<file path="config.mk">
export PLATFORM = sky130hd
export DESIGN_NAME = rta_remap
export DESIGN_NICKNAME = d
export VERILOG_FILES = /design/src/inc/rta_pkg.sv /design/src/core/rta_alias_match.sv /design/src/core/rta_remap.sv
export SDC_FILE = /design/constraint.sdc
export NUM_CORES = 1
export LEC_CHECK = 0
export BUFFER_PORTS_ARGS = -buffer_cell sky130_fd_sc_hd__buf_2
export CORE_MARGIN = 2
export CORE_UTILIZATION = 54
export CTS_CLUSTER_DIAMETER = 80
export DETAILED_ROUTE_END_ITERATION = 16
export PLACE_DENSITY_LB_ADDON = 0.05
export SETUP_SLACK_MARGIN = 0.3
export SLEW_MARGIN = 0
export SYNTH_ARGS = -nofsm -noshare
export SYNTH_HDL_FRONTEND = slang
export SYNTH_SLANG_ARGS = --single-unit
</file>
<file path="constraint.sdc">
create_clock -name mclk -period 4.36 [get_ports mclk]
set_input_delay 0.436 -clock mclk [delete_from_list [all_inputs] [get_ports mclk]]
set_output_delay 0.436 -clock mclk [all_outputs]
set_load 0.01 [all_outputs]
</file>
<file path="src/inc/rta_pkg.sv">
// constants and carriers for the remote target address remap block
package rta_pkg;
    localparam int         BUS_AW      = 8;
    localparam int         BUS_DW      = 8;
    localparam int         I2C_AW      = 7;
    localparam int         NUM_ALIAS   = 3;
    localparam int         SLOT_W      = 2;
    localparam int         FLD_MSB     = 7;
    localparam int         FLD_LSB     = 1;
    localparam logic [7:0] OFF_PHYS6   = 8'h0E;
    localparam logic [7:0] OFF_PHYS7   = 8'h0F;
    localparam logic [7:0] OFF_ALIAS0  = 8'h10;
    localparam logic [7:0] OFF_ALIAS1  = 8'h11;
    localparam logic [7:0] OFF_ALIAS2  = 8'h12;
    localparam logic [6:0] ADDR_RST    = 7'h00;
    localparam logic [6:0] ALIAS_OFF   = 7'h00;
    localparam logic [7:0] RDATA_IDLE  = 8'h00;
    localparam logic       RSVD_VAL    = 1'b0;

    typedef struct packed {
        logic [BUS_AW-1:0] addr;
        logic [BUS_DW-1:0] wdata;
        logic              wr;
        logic              rd;
    } rta_bus_t;

    typedef struct packed {
        logic              valid;
        logic [I2C_AW-1:0] addr;
        logic              rnw;
    } rta_req_t;

    typedef struct packed {
        logic              valid;
        logic [I2C_AW-1:0] addr;
        logic              rnw;
        logic [SLOT_W-1:0] slot;
    } rta_fwd_t;
endpackage : rta_pkg

</file>
<file path="src/core/rta_alias_match.sv">
// one alias slot comparator with zero-disable
module rta_alias_match
(
    input  wire logic [6:0] alias_addr,
    input  wire logic [6:0] req_addr,
    input  wire logic       req_valid,
    output logic            hit
);
    import rta_pkg::*;

    // a cleared alias never matches, even an all-zero request address
    assign hit = req_valid && (alias_addr != ALIAS_OFF)
                 && (req_addr == alias_addr);
endmodule : rta_alias_match

</file>
<file path="src/core/rta_remap.sv">
// register file and address remap for remote I2C targets
// Notes on behaviour
// - physical slots 6 and 7 hold a writable 7-bit target address in bits 7..1
// - request matching alias N is forwarded with physical slot N address
// - alias slots hold a writable 7-bit compare value in bits 7..1
// - an alias slot holding zero never forwards anything
// - all slots reset to zero; offsets 0xE, 0xF, 0x10, 0x11
// - alias slot 2 at 0x12 behaves the same, paired with physical slot 2
//
// The strobed register port was left to the implementer.
module rta_remap
(
    input  wire logic                          mclk,
    input  wire logic                          rst_n,
    input  wire rta_pkg::rta_bus_t             bus_i,
    output logic [rta_pkg::BUS_DW-1:0]         rd_data_o,
    input  wire logic [rta_pkg::NUM_ALIAS-1:0][rta_pkg::I2C_AW-1:0] phys_low_i,
    input  wire rta_pkg::rta_req_t             req_i,
    output rta_pkg::rta_fwd_t                  fwd_o,
    output logic [rta_pkg::I2C_AW-1:0]         phys6_o,
    output logic [rta_pkg::I2C_AW-1:0]         phys7_o
);
    import rta_pkg::*;

    // ============================================================
    // register storage
    logic [I2C_AW-1:0]                 phys6_q;
    logic [I2C_AW-1:0]                 phys7_q;
    logic [NUM_ALIAS-1:0][I2C_AW-1:0]  alias_q;
    logic [BUS_DW-1:0]                 rd_data_q;
    logic [BUS_DW-1:0]                 rd_data_d;
    logic [NUM_ALIAS-1:0]              hit;
    rta_fwd_t                          fwd_q;
    rta_fwd_t                          fwd_d;

    localparam logic [NUM_ALIAS-1:0][7:0] ALIAS_OFFS =
        {OFF_ALIAS2, OFF_ALIAS1, OFF_ALIAS0};

    // bit 0 of write data is dropped, so the reserved bit cannot be set
    always_ff @(posedge mclk)
    begin
        if (!rst_n)
            phys6_q <= ADDR_RST;
        else if (bus_i.wr && bus_i.addr == OFF_PHYS6)
            phys6_q <= bus_i.wdata[FLD_MSB:FLD_LSB];
    end

    always_ff @(posedge mclk)
    begin
        if (!rst_n)
            phys7_q <= ADDR_RST;
        else if (bus_i.wr && bus_i.addr == OFF_PHYS7)
            phys7_q <= bus_i.wdata[FLD_MSB:FLD_LSB];
    end

    genvar gi;
    generate
        for (gi = 0; gi < NUM_ALIAS; gi++)
        begin : g_alias
            always_ff @(posedge mclk)
            begin
                if (!rst_n)
                    alias_q[gi] <= ALIAS_OFF;
                else if (bus_i.wr && bus_i.addr == ALIAS_OFFS[gi])
                    alias_q[gi] <= bus_i.wdata[FLD_MSB:FLD_LSB];
            end

            rta_alias_match u_match
            (
                .alias_addr (alias_q[gi]),
                .req_addr   (req_i.addr),
                .req_valid  (req_i.valid),
                .hit        (hit[gi])
            );
        end
    endgenerate

    // ============================================================
    // read path
    always_comb
    begin
        rd_data_d = RDATA_IDLE;
        if (bus_i.rd)
        begin
            unique case (bus_i.addr)
                OFF_PHYS6:  rd_data_d = {phys6_q, RSVD_VAL};
                OFF_PHYS7:  rd_data_d = {phys7_q, RSVD_VAL};
                OFF_ALIAS0: rd_data_d = {alias_q[0], RSVD_VAL};
                OFF_ALIAS1: rd_data_d = {alias_q[1], RSVD_VAL};
                OFF_ALIAS2: rd_data_d = {alias_q[2], RSVD_VAL};
                default:    rd_data_d = RDATA_IDLE;
            endcase
        end
    end

    // data stands only in the cycle after the read strobe
    always_ff @(posedge mclk)
    begin
        if (!rst_n)
            rd_data_q <= RDATA_IDLE;
        else
            rd_data_q <= rd_data_d;
    end

    // ============================================================
    // remap path
    // duplicate aliases resolve to the lowest slot so the result is defined
    always_comb
    begin
        fwd_d       = '0;
        fwd_d.rnw   = req_i.rnw;
        for (int i = NUM_ALIAS - 1; i >= 0; i--)
        begin
            if (hit[i])
            begin
                fwd_d.valid = 1'b1;
                fwd_d.addr  = phys_low_i[i];
                fwd_d.slot  = SLOT_W'(i);
            end
        end
    end

    always_ff @(posedge mclk)
    begin
        if (!rst_n)
            fwd_q <= '0;
        else
            fwd_q <= fwd_d;
    end

    assign rd_data_o = rd_data_q;
    assign fwd_o     = fwd_q;
    assign phys6_o   = phys6_q;
    assign phys7_o   = phys7_q;

    // ============================================================
    // assertions
    property p_phys6_write;
        @(posedge mclk) disable iff (!rst_n)
        bus_i.wr && bus_i.addr == OFF_PHYS6
        |=> phys6_o == $past(bus_i.wdata[7:1]);
    endproperty
    a_phys6_write: assert property (p_phys6_write)
        else $error("physical slot 6 did not take written address");

    property p_phys7_readback;
        @(posedge mclk) disable iff (!rst_n)
        bus_i.wr && bus_i.addr == OFF_PHYS7 ##1
        bus_i.rd && bus_i.addr == OFF_PHYS7 && !bus_i.wr
        |=> rd_data_o == {$past(bus_i.wdata[7:1], 2), 1'b0};
    endproperty
    a_phys7_readback: assert property (p_phys7_readback)
        else $error("physical slot 7 read back wrong value");

    property p_remap_slot0;
        @(posedge mclk) disable iff (!rst_n)
        req_i.valid && alias_q[0] != 7'h00 && req_i.addr == alias_q[0]
        |=> fwd_o.valid && fwd_o.slot == 2'h0
            && fwd_o.addr == $past(phys_low_i[0]);
    endproperty
    a_remap_slot0: assert property (p_remap_slot0)
        else $error("alias 0 hit not remapped to physical slot 0");

    property p_remap_slot1;
        @(posedge mclk) disable iff (!rst_n)
        req_i.valid && alias_q[1] != 7'h00 && req_i.addr == alias_q[1]
        && req_i.addr != alias_q[0]
        |=> fwd_o.valid && fwd_o.slot == 2'h1
            && fwd_o.addr == $past(phys_low_i[1])
            && fwd_o.rnw == $past(req_i.rnw);
    endproperty
    a_remap_slot1: assert property (p_remap_slot1)
        else $error("alias 1 hit not remapped to physical slot 1");

    property p_alias_write;
        @(posedge mclk) disable iff (!rst_n)
        bus_i.wr && bus_i.addr == OFF_ALIAS1
        |=> alias_q[1] == $past(bus_i.wdata[7:1]);
    endproperty
    a_alias_write: assert property (p_alias_write)
        else $error("alias slot 1 did not take written value");

    property p_no_match_no_fwd;
        @(posedge mclk) disable iff (!rst_n)
        !req_i.valid
        || ((alias_q[0] == 7'h00 || req_i.addr != alias_q[0])
        &&  (alias_q[1] == 7'h00 || req_i.addr != alias_q[1])
        &&  (alias_q[2] == 7'h00 || req_i.addr != alias_q[2]))
        |=> !fwd_o.valid;
    endproperty
    a_no_match_no_fwd: assert property (p_no_match_no_fwd)
        else $error("request forwarded without an enabled alias match");

    property p_reset_clear;
        @(posedge mclk)
        !rst_n |=> phys6_o == 7'h00 && phys7_o == 7'h00
            && alias_q == '0 && !fwd_o.valid;
    endproperty
    a_reset_clear: assert property (p_reset_clear)
        else $error("slots not zero after reset");

    // alias 2 is loaded only through its own offset, so a hit covers both
    property p_alias2_map;
        @(posedge mclk) disable iff (!rst_n)
        req_i.valid && alias_q[2] != 7'h00 && req_i.addr == alias_q[2]
            && req_i.addr != alias_q[0] && req_i.addr != alias_q[1]
        |=> fwd_o.valid && fwd_o.slot == 2'h2
            && fwd_o.addr == $past(phys_low_i[2])
            && fwd_o.rnw == $past(req_i.rnw);
    endproperty
    a_alias2_map: assert property (p_alias2_map)
        else $error("alias 2 at its offset not remapped to slot 2");

    property p_rsvd_zero;
        @(posedge mclk) disable iff (!rst_n)
        bus_i.rd |=> rd_data_o[0] == 1'b0;
    endproperty
    a_rsvd_zero: assert property (p_rsvd_zero)
        else $error("reserved bit 0 read as one");

    property p_idle_rdata;
        @(posedge mclk) disable iff (!rst_n)
        !bus_i.rd |=> rd_data_o == 8'h00;
    endproperty
    a_idle_rdata: assert property (p_idle_rdata)
        else $error("read data present without a read");

    c_remap0: cover property (@(posedge mclk) disable iff (!rst_n)
        fwd_o.valid && fwd_o.slot == 2'h0);
    c_remap2: cover property (@(posedge mclk) disable iff (!rst_n)
        fwd_o.valid && fwd_o.slot == 2'h2);
    c_disabled: cover property (@(posedge mclk) disable iff (!rst_n)
        req_i.valid && alias_q[1] == 7'h00 && req_i.addr == 7'h00);
    c_readback: cover property (@(posedge mclk) disable iff (!rst_n)
        bus_i.rd && bus_i.addr == OFF_ALIAS1 ##1 rd_data_o != 8'h00);
endmodule : rta_remap

</file>
==> metrics.md, run 1 <==
| Metric | Value |
|---|---|
| CP Max Fanout | `15` |
| Wire length per cell | `15.7 um` |
| Core area | `4630 um^2` |
| # hold bufs at CTS | `0` |
| Fin Clk Skew | `0.0106 ns` |
| Register Area | `1060 um^2` |
| Total Routing Usage GR | `0.250` |
| CTS tree | `done` |
| Slew @ Worst Pin | `1.04 ns` |
| Setup crit start kind | `input pin` |
| Worst Path Arrival | `2.28 ns` |
| Die area | `5300 um^2` |
| Vias | `2410` |
| Vias in the first global route | `between 2k and 2.5k` |
| Final #Nets | `just over 400` |
| Max-slew headroom | `0.303` |
| DRC | `0` |
| Hold Startpoint | `req_i[0]` |
| Reg clk slew, reported paths | `approximately 0.090 ns` |
| GP Congestion | `roughly 0.89` |
| FP Rows | `25` |
| Setup Crit Path Kind | `in2reg` |
| FILL cells | `between 400 and 500` |
| Distinct cells, synth | `39` |
| Pre-CTS setup slack | `about 2.0 ns` |
| Clock Tree Buf Depth | `2` |
| Post-synth EDFFs | `0` |
| Hold depth | `2` |
| Setup-failing EPs final | `0` |
| Area fraction of the dominant cell type after synthesis | `0.415` |
| Post-synthesis net count | `340` |
| Max Clk Rate | `479 MHz` |
| Fin. max-slew vios | `0` |
| Tmin final | `2.09 ns` |
| CTS Buf Count | `5` |
| First-pass GRT wire length | `a little over 10000 um` |
| Most frequent cell after synthesis | `dfxtp_1` |
| Final WL | `roughly 6500 um` |
| Skew-Pair Late Insertion Delay | `roughly 0.3 ns` |
| Syn Area/Cell | `8.82 um^2` |
| Cell area after layout | `2990 um^2` |
| Tcrit/Tclk final | `0.479` |
| Layout cells sized above 1 | `0.272` |
| Footprint of the multi-input gates | `roughly 1400 um^2` |
| Status | `completed` |
| Syn. warnings | `0` |
| Peak VDD IR | `0.228 mV` |
| Ys flop type | `dfxtp_1` |
| Largest net degree at the start of global routing | `47` |
| Routed Antenna Nets | `0` |
| Setup crit end kind | `flop` |
| DRT iter0 DRCs | `136` |
| Ports | `83` |
| Clock root cell | `clkbuf_8` |
| Via density | `5.82` |
| Seq/Total Area, Yosys | `0.415` |
| Sink Count | `53` |
| Critical-path top delay cell | `or4_4` |
| Commonest cells post-synth | `dfxtp_1, nand2_1, nand3_1, a21boi_0` |
| Placed cell area | `between 2000 and 3000 um^2` |
| # port buffers | `80` |
| H-tree levels | `2` |
| Worst path required time | `4.55 ns` |
| Max Cap Viol | `0` |
| Worst min path class | `in2reg` |
| Synthesized cell area | `2560 um^2` |
| Async SR Flop Fraction | `0` |
| RSZ-0062 raised after global routing | `no` |
| ANT cells | `0` |
| Synth area leader | `dfxtp_1` |
| Crit-path max cell delay | `0.59 ns` |
| Pre-Repair DR Iteration Count | `6` |
| Detail Placement HPWL | `roughly 4600 um` |
| #FFs+latches synth | `53` |
| Cells after synthesis | `290` |
| Synth area leaders | `dfxtp_1, nand3_1, nand2_1` |
| Register-to-Register Path Depth | `5` |
| Worst setup slack after layout | `2.27 ns` |
| CP cell instances | `buf_2, or4_4, nor3_4, nand2_1, nand2_1, a21boi_1` |
| Post-CTS Repair Setup Buffers | `0` |
| Post-route setup TNS | `0 ns` |
| Residual overflow from global routing | `0` |
| Die width | `72.8 um` |
| Die H | `72.8 um` |
| Starting Density | `0.553` |
| Initial antenna violation count | `0` |
| Worst r2r src | `alias_q[1]` |
| Hold EP | `fwd_o[2]` |
| R2R Path End | `fwd_o[5]` |
| R2R Setup Slk | `2.35 ns` |
| Synth-to-Final Area Change | `16.8%` |
| CP dominant cell by count | `nand2_1` |
| Hold Slack | `0.328 ns` |
| Post_cts resized | `0` |
| Final hold violation count | `0` |
| LEAKAGE | `1.12 nW` |
| Cell Pwr Density | `279 nW/um^2` |
worst max path at each step:
stage | startpoint | endpoint | slack, ns
after floorplan | bus_i[17] | alias_q[3] | 2.63
after global placement | bus_i[17] | alias_q[0] | 2.00
after detailed placement | bus_i[17] | alias_q[2] | 1.95
after CTS | bus_i[17] | alias_q[2] | 2.27
after global routing | alias_q[0] | fwd_o[3] | 2.08
final | bus_i[17] | alias_q[17] | 2.27
cells by family after synthesis:
family          count (synthesis)  synth area share
compound gates                 75             0.210
xor+xnor                       20            0.0685
buf+inv                        18            0.0513
flops                          53             0.415
other cells                     1           0.00147
simple gates                  123             0.254
stage by stage:
stage           util  instances  total power [W]
2_1_floorplan      -        290         0.000530
3_3_place_gp   0.626        407         0.000564
3_5_place_dp   0.626        407         0.000565
4_1_cts        0.646        414         0.000841
5_1_grt        0.646        414         0.000865
6_report       0.646        414         0.000835
final cells by class:
type / count / area share
clock inverters: 1 / 0.00251
flip-flops and latches: 53 / 0.355
well taps: 54 / 0.0226
repair buffers: 80 / 0.134
multi-input cells: 219 / 0.457
clock buffers: 6 / 0.0276
inverters: 1 / 0.00126
layer usage:
metal / up-vias / global-route usage / share of wire
met5: - / 0 / 0
met4: 0 / 0.0576 / 0.0074
met3: 5 / 0.0483 / 0.062
met2: 88 / 0.436 / 0.51
met1: 1133 / 0.320 / 0.42
li1: 1184 / - / -
power by group:
| part | switching [W] | internal, W | leakage [nW] | total (W) |
|---|---|---|---|---|
| combinational | 0.0000375 | 0.0000306 | 0.647 | 0.0000681 |
| sequential | 0.000000527 | 0.000484 | 0.427 | 0.000485 |
| clock | 0.000156 | 0.000126 | 0.0433 | 0.000282 |
| total | 0.000194 | 0.000641 | 1.12 | 0.000835 |
worst max-delay path, delay by kind of cell:
kind                   cells  cell delay (ns)
buffers and inverters      1             0.11
AO/OA/AOI/OAI              1             0.07
AND/OR/NAND/NOR            4             1.65
placed cells by master (no fill, tap or decap), drive strengths merged, types with 2 or more instances in the layout:
cell,count
a22oi,7
nor3,7
a222oi,7
clkbuf,6
o21ai,8
buf,80
nand3,42
xor2,5
a21boi,37
nor4,3
nand2,48
a31oi,6
nand4,5
and2,2
nor2,7
dfxtp,53
a21oi,9
or4,3
xnor2,15
state kept, by name, summed over array words and instances, names as in the netlist:
| name | count |
|---|---|
| rd_data_o | 7 |
| fwd_o | 11 |
| alias_q | 21 |
| phys7_o | 7 |
| phys6_o | 7 |
Note: power is estimated with default switching activity, not from simulation.
==> inputs of run 2 (changes only) <==
Settings changed: CORE_UTILIZATION 54 to 50.
Clock period 4.36 ns to 2.1 ns, I/O delays scaled along.
==> metrics.md, run 2 (synthesized netlist as in run 1, its figures left out) <==
| Metric | Value |
|---|---|
| Die area | `between 5000 and 6000 um^2` |
| Seq pwr share | `0.571` |
| Most frequent cells in the layout | `buf_2, dfxtp_1, nand2_1` |
| Pre-CTS setup slack | `roughly 0.18 ns` |
| Total Routing Usage GR | `0.242` |
| Worst Path Arrival | `1.99 ns` |
| Starting Density | `0.511` |
| Routed Antenna Nets | `0` |
| Post-route setup TNS | `0 ns` |
| Wire length per cell | `between 15 and 20 um` |
| Worst setup slack after layout | `0.351 ns` |
| Layout cells sized above 1 | `0.309` |
| Setup crit start kind | `flop` |
| Dpl cells | `433` |
| Via density | `5.52` |
| ANT cells | `0` |
| Max-slew headroom | `0.612` |
| # port buffers | `80` |
| Clk pwr share | `0.345` |
| Tcrit/Tclk final | `0.833` |
| Setup crit end kind | `flop` |
| Worst r2r src | `alias_q[10]` |
| Reg clk slew, reported paths | `0.10 ns` |
| Clock Tree Buf Depth | `2` |
| CP cell instances | `or4_4, nor4_4, or3_4, nand3_1, a31oi_1` |
| R2R Setup Slk | `~0.35 ns` |
| Crit-path max cell delay | `0.56 ns` |
| First-pass GRT wire length | `10500 um` |
| Fin. max-slew vios | `0` |
| Ports | `83` |
| Vias in the first global route | `2229` |
| Residual overflow from global routing | `0` |
| Fin Clk Skew | `0.00961 ns` |
| Clock root cell | `clkbuf_8` |
| R2R Path End | `fwd_o[3]` |
| FP Rows | `26` |
| Int Pwr | `0.00134 W` |
| Detail Placement HPWL | `4850 um` |
| Worst min path class | `in2reg` |
| Initial antenna violation count | `0` |
| Sw Ratio | `0.239` |
| Cell Pwr Density | `approximately 560 nW/um^2` |
| Flip-flop count of the largest register after layout | `21` |
| Largest net degree at the start of global routing | `31` |
| H-tree levels | `2` |
| GP Congestion | `0.846` |
| Status | `completed` |
| Sink Count | `53` |
| Max Cap Viol | `0` |
| Setup Crit Path Kind | `reg2reg` |
| End point of the critical path | `fwd_o[3]` |
| Die H | `75.5 um` |
| Commonest non-fill, non-tap cell in the layout | `buf_2` |
| Peak VDD IR | `between 0.4 and 0.5 mV` |
| Critical-path top delay cell | `or4_4` |
| CP Max Fanout | `9` |
| Worst path required time | `2.34 ns` |
| Skew-Pair Late Insertion Delay | `0.31 ns` |
| Combinational share of power | `0.084` |
| Core area | `between 5000 and 6000 um^2` |
| Pwr Total | `0.00176 W` |
| Non-Filler Instances | `442` |
| Final hold violation count | `0` |
| Synth-to-Final Area Change | `22.3%` |
| CP Launch Point | `alias_q[10]` |
| Register-to-Register Path Depth | `5` |
| Most flops, register | `alias_q` |
| CTS tree | `done` |
| RSZ-0062 raised after global routing | `no` |
| Setup-failing EPs final | `0` |
| Vias | `2440` |
| Die width | `75.5 um` |
| LEAKAGE | `1.20 nW` |
| Final WL | `approximately 6900 um` |
| Tmin final | `1.75 ns` |
| DRT iter0 DRCs | `169` |
| DRC | `0` |
| Slew @ Worst Pin | `approximately 0.58 ns` |
| Pre-Repair DR Iteration Count | `5` |
| Final #Nets | `about 420` |
| CTS Buf Count | `5` |
| Max Clk Rate | `572 MHz` |
| P_sw | `approximately 0.00042 W` |
[run 2: cell types whose count changed in the layout (fill, tap and decap cells not counted), sizes merged]
cell	change
clkinv	+2
clkinvlp	-1
buf	+11
[run 2: what timing repair did]
item / CTS / global route
resized for setup: 2 / 6
endpoints found under the setup margin: 8 / 8
pin swaps: 0 / 1
cloned: 0 / 0
hold buffers: 0 / 0
buffers inserted: 0 / 1
[run 2: per-stage QoR]
| step | util | area [um^2] | hold slack (ns) |
|---|---|---|---|
| finish | 0.625 | 3130 | 0.0923 |
| global route | 0.625 | 3130 | 0.129 |
| CTS | 0.619 | 3100 | 0.0905 |
| global placement | 0.598 | 2990 | 0.416 |
| detailed placement | 0.598 | 2990 | 0.419 |
| floorplan | - | 2560 | 0.337 |
[run 2: final cells by class]
| type | count | area, um^2 |
|---|---|---|
| Timing Repair Buffer | 91 | 483 |
| Clock inverter | 2 | 13.8 |
| Inverter | 1 | 3.75 |
| Fill cell | 467 | 1880 |
| Multi-Input combinational cell | 219 | 1400 |
| Sequential cell | 53 | 1060 |
| Clock buffer | 6 | 82.6 |
| Tap cell | 70 | 87.6 |
[run 2: worst min-delay path by stage]
| stage | from | to | slack (ns) | cells past startpoint |
|---|---|---|---|---|
| finish | req_i[0] | fwd_o[2] | 0.09 | 2 |
| global route | req_i[0] | fwd_o[2] | 0.13 | 2 |
| CTS | req_i[0] | fwd_o[2] | 0.09 | 2 |
| detailed placement | req_i[0] | fwd_o[2] | 0.42 | 2 |
| global placement | req_i[0] | fwd_o[2] | 0.42 | 2 |
| floorplan | req_i[0] | fwd_o[2] | 0.34 | 1 |
[run 2: layer usage]
layer,vias to the layer above,GRT usage,wire [um]
met3,5,0.0450,410
met4,0,0.0604,61
met5,-,0,0
met1,1149,0.313,2920
met2,80,0.416,3460
li1,1206,-,-
[run 2: worst max-delay path, delay by kind of cell (launching register included)]
kind / cells / cell delay (ns)
AOI/OAI and AO/OA: 1 / 0.18
DFF: 1 / 0.36
and+or+nand+nor: 4 / 1.14
[run 2: power by group through the flow]
stage	Clock (W)	Combinational, W	Sequential [W]
finish	0.000609	0.000148	0.00101
global placement	0	0.000143	0.00103
floorplan	0	0.0000684	0.00103
CTS	0.000619	0.000146	0.00101
global route	0.000659	0.000162	0.00101
detailed placement	0	0.000145	0.00103
==> inputs of run 3 (changes only) <==
Clock period 2.1 ns to 1.8 ns, I/O delays scaled along.
==> metrics.md, run 3 (synthesized netlist as in run 1, its figures left out) <==
| Metric | Value |
|---|---|
| Status | `completed` |
| Sink Count | `53` |
| Vias | `2520` |
| Met2 Use GR | `0.410` |
| LEAKAGE | `1.30 nW` |
| Setup crit end kind | `flop` |
| RSZ-0062 raised after global routing | `yes` |
| CP Max Fanout | `5` |
| Tcrit/Tclk final | `0.941` |
| Setup Crit Path Kind | `reg2reg` |
| Starting Density | `0.511` |
| H-tree levels | `2` |
| Most frequent cells in the layout | `buf_2, dfxtp_1, nand2_1` |
| DRC | `0` |
| Setup crit start kind | `flop` |
| Routed Antenna Nets | `0` |
| Clock Tree Buf Depth | `2` |
| Die H | `around 76 um` |
| Initial antenna violation count | `0` |
| Wire length per cell | `15.4 um` |
| Synth-to-Final Area Change | `29.0%` |
| Via density | `between 5 and 6` |
| FP Rows | `26` |
| Layout cells sized above 1 | `0.355` |
| Worst min path class | `in2reg` |
| Final core occ | `0.659` |
| CTS Buf Count | `5` |
| Most flops, register | `alias_q` |
| Largest net degree at the start of global routing | `31` |
| GR Util met1 | `0.335` |
| Commonest non-fill, non-tap cell in the layout | `buf_2` |
| Fin Clk Skew | `approximately 0.0067 ns` |
| Die area | `5710 um^2` |
| Final WL | `7020 um` |
| Ports | `83` |
| Pre-Repair DR Iteration Count | `5` |
| Residual overflow from global routing | `0` |
| Clock root cell | `clkbuf_8` |
| Final hold violation count | `0` |
| Core area | `5010 um^2` |
| Fin. max-slew vios | `0` |
| DRT iter0 DRCs | `180` |
| Skew-Pair Late Insertion Delay | `approximately 0.31 ns` |
| Total Routing Usage GR | `0.254` |
| Crit-path max cell delay | `around 0.55 ns` |
| Max Cap Viol | `0` |
| Detail Placement HPWL | `5020 um` |
| # port buffers | `80` |
| Met3 usage | `0.0423` |
| Tmin final | `1.69 ns` |
| Flip-flop count of the largest register after layout | `21` |
| Vias in the first global route | `2315` |
| GP Congestion | `0.896` |
| Critical-path top delay cell | `or4_4` |
| Worst path required time | `about 2 ns` |
| Worst Path Arrival | `1.93 ns` |
| ANT cells | `0` |
| Cell area after layout | `3300 um^2` |
| First-pass GRT wire length | `11000 um` |
| Busiest grt layer | `met2` |
| CTS tree | `done` |
| Pre-CTS setup slack | `-0.0762 ns` |
| Worst setup slack after layout | `0.106 ns` |
| Final #Nets | `~440` |
| Placed cell area | `3060 um^2` |
| CP cell instances | `or4_4, nor4_4, or3_4, nand3_1, a31oi_1` |
| Peak VDD IR | `0.443 mV` |
| Setup-failing EPs final | `0` |
| Cell Pwr Density | `~630 nW/um^2` |
| Reg clk slew, reported paths | `~0.09 ns` |
| Die width | `between 70 and 80 um` |
| Max Clk Rate | `between 500 and 600 MHz` |
==> run 3: changes by cell type in the layout (fill, tap and decap cells not counted), sizes merged <==
cell,previous run,this run
buf,91,104
clkbuf,6,7
clkinv,2,1
or3,1,2
==> run 3: layer usage <==
layer | share of wire | up-vias
met2 | 0.48 | 79
met5 | 0 | -
li1 | - | 1238
met1 | 0.45 | 1189
met4 | 0.024 | 0
met3 | 0.045 | 14
==> run 3: final timing paths <==
path,start,slack [ns],depth (start not counted),endpoint
hold reg to reg,phys7_o[5],0.49,2,phys7_o[5]
setup / recovery,alias_q[10],0.11,5,fwd_o[8]
setup reg to reg,alias_q[10],0.11,5,fwd_o[8]
hold / removal,req_i[0],0.07,2,fwd_o[2]
==> run 3: area by class of cell <==
class	count	area, um^2
fill	449	1710
multi-input combinational	220	1440
sequential	53	1070
timing repair buffer	104	593
clock buffer	7	96.3
tap	70	87.6
clock inverter	1	5.00
inverter	1	3.75
==> run 3: worst max-delay path, delay by kind of cell, from the launching register on <==
kind | cells | cell delay [ns]
AOI/OAI and AO/OA | 1 | 0.17
DFF | 1 | 0.34
and+or+nand+nor | 4 | 1.13
==> run 3: where the power goes <==
part / total, W / internal (W) / switching, W
logic: 0.000179 / 0.0000803 / 0.0000983
registers: 0.00117 / 0.00117 / 0.00000127
clock network: 0.000729 / 0.000348 / 0.000381
total: 0.00208 / 0.00160 / 0.000480
==> run 3: per-stage QoR <==
step | std cells | power (W) | setup TNS, ns | hold slack, ns
floorplan | 290 | 0.00128 | 0 | 0.307
global placement | 441 | 0.00137 | 0 | 0.387
detailed placement | 441 | 0.00137 | -0.0954 | 0.390
CTS | 451 | 0.00210 | 0 | 0.0578
global route | 456 | 0.00216 | 0 | 0.0684
finish | 456 | 0.00208 | 0 | 0.0686
==> run 3: repair_timing <==
action / CTS / global route
setup buffers: 1 / 5
gates resized for setup: 7 / 13
pin swaps: 2 / 8
endpoints found under the setup margin: 10 / 13
hold buffers: 0 / 0
cloned: 1 / 0
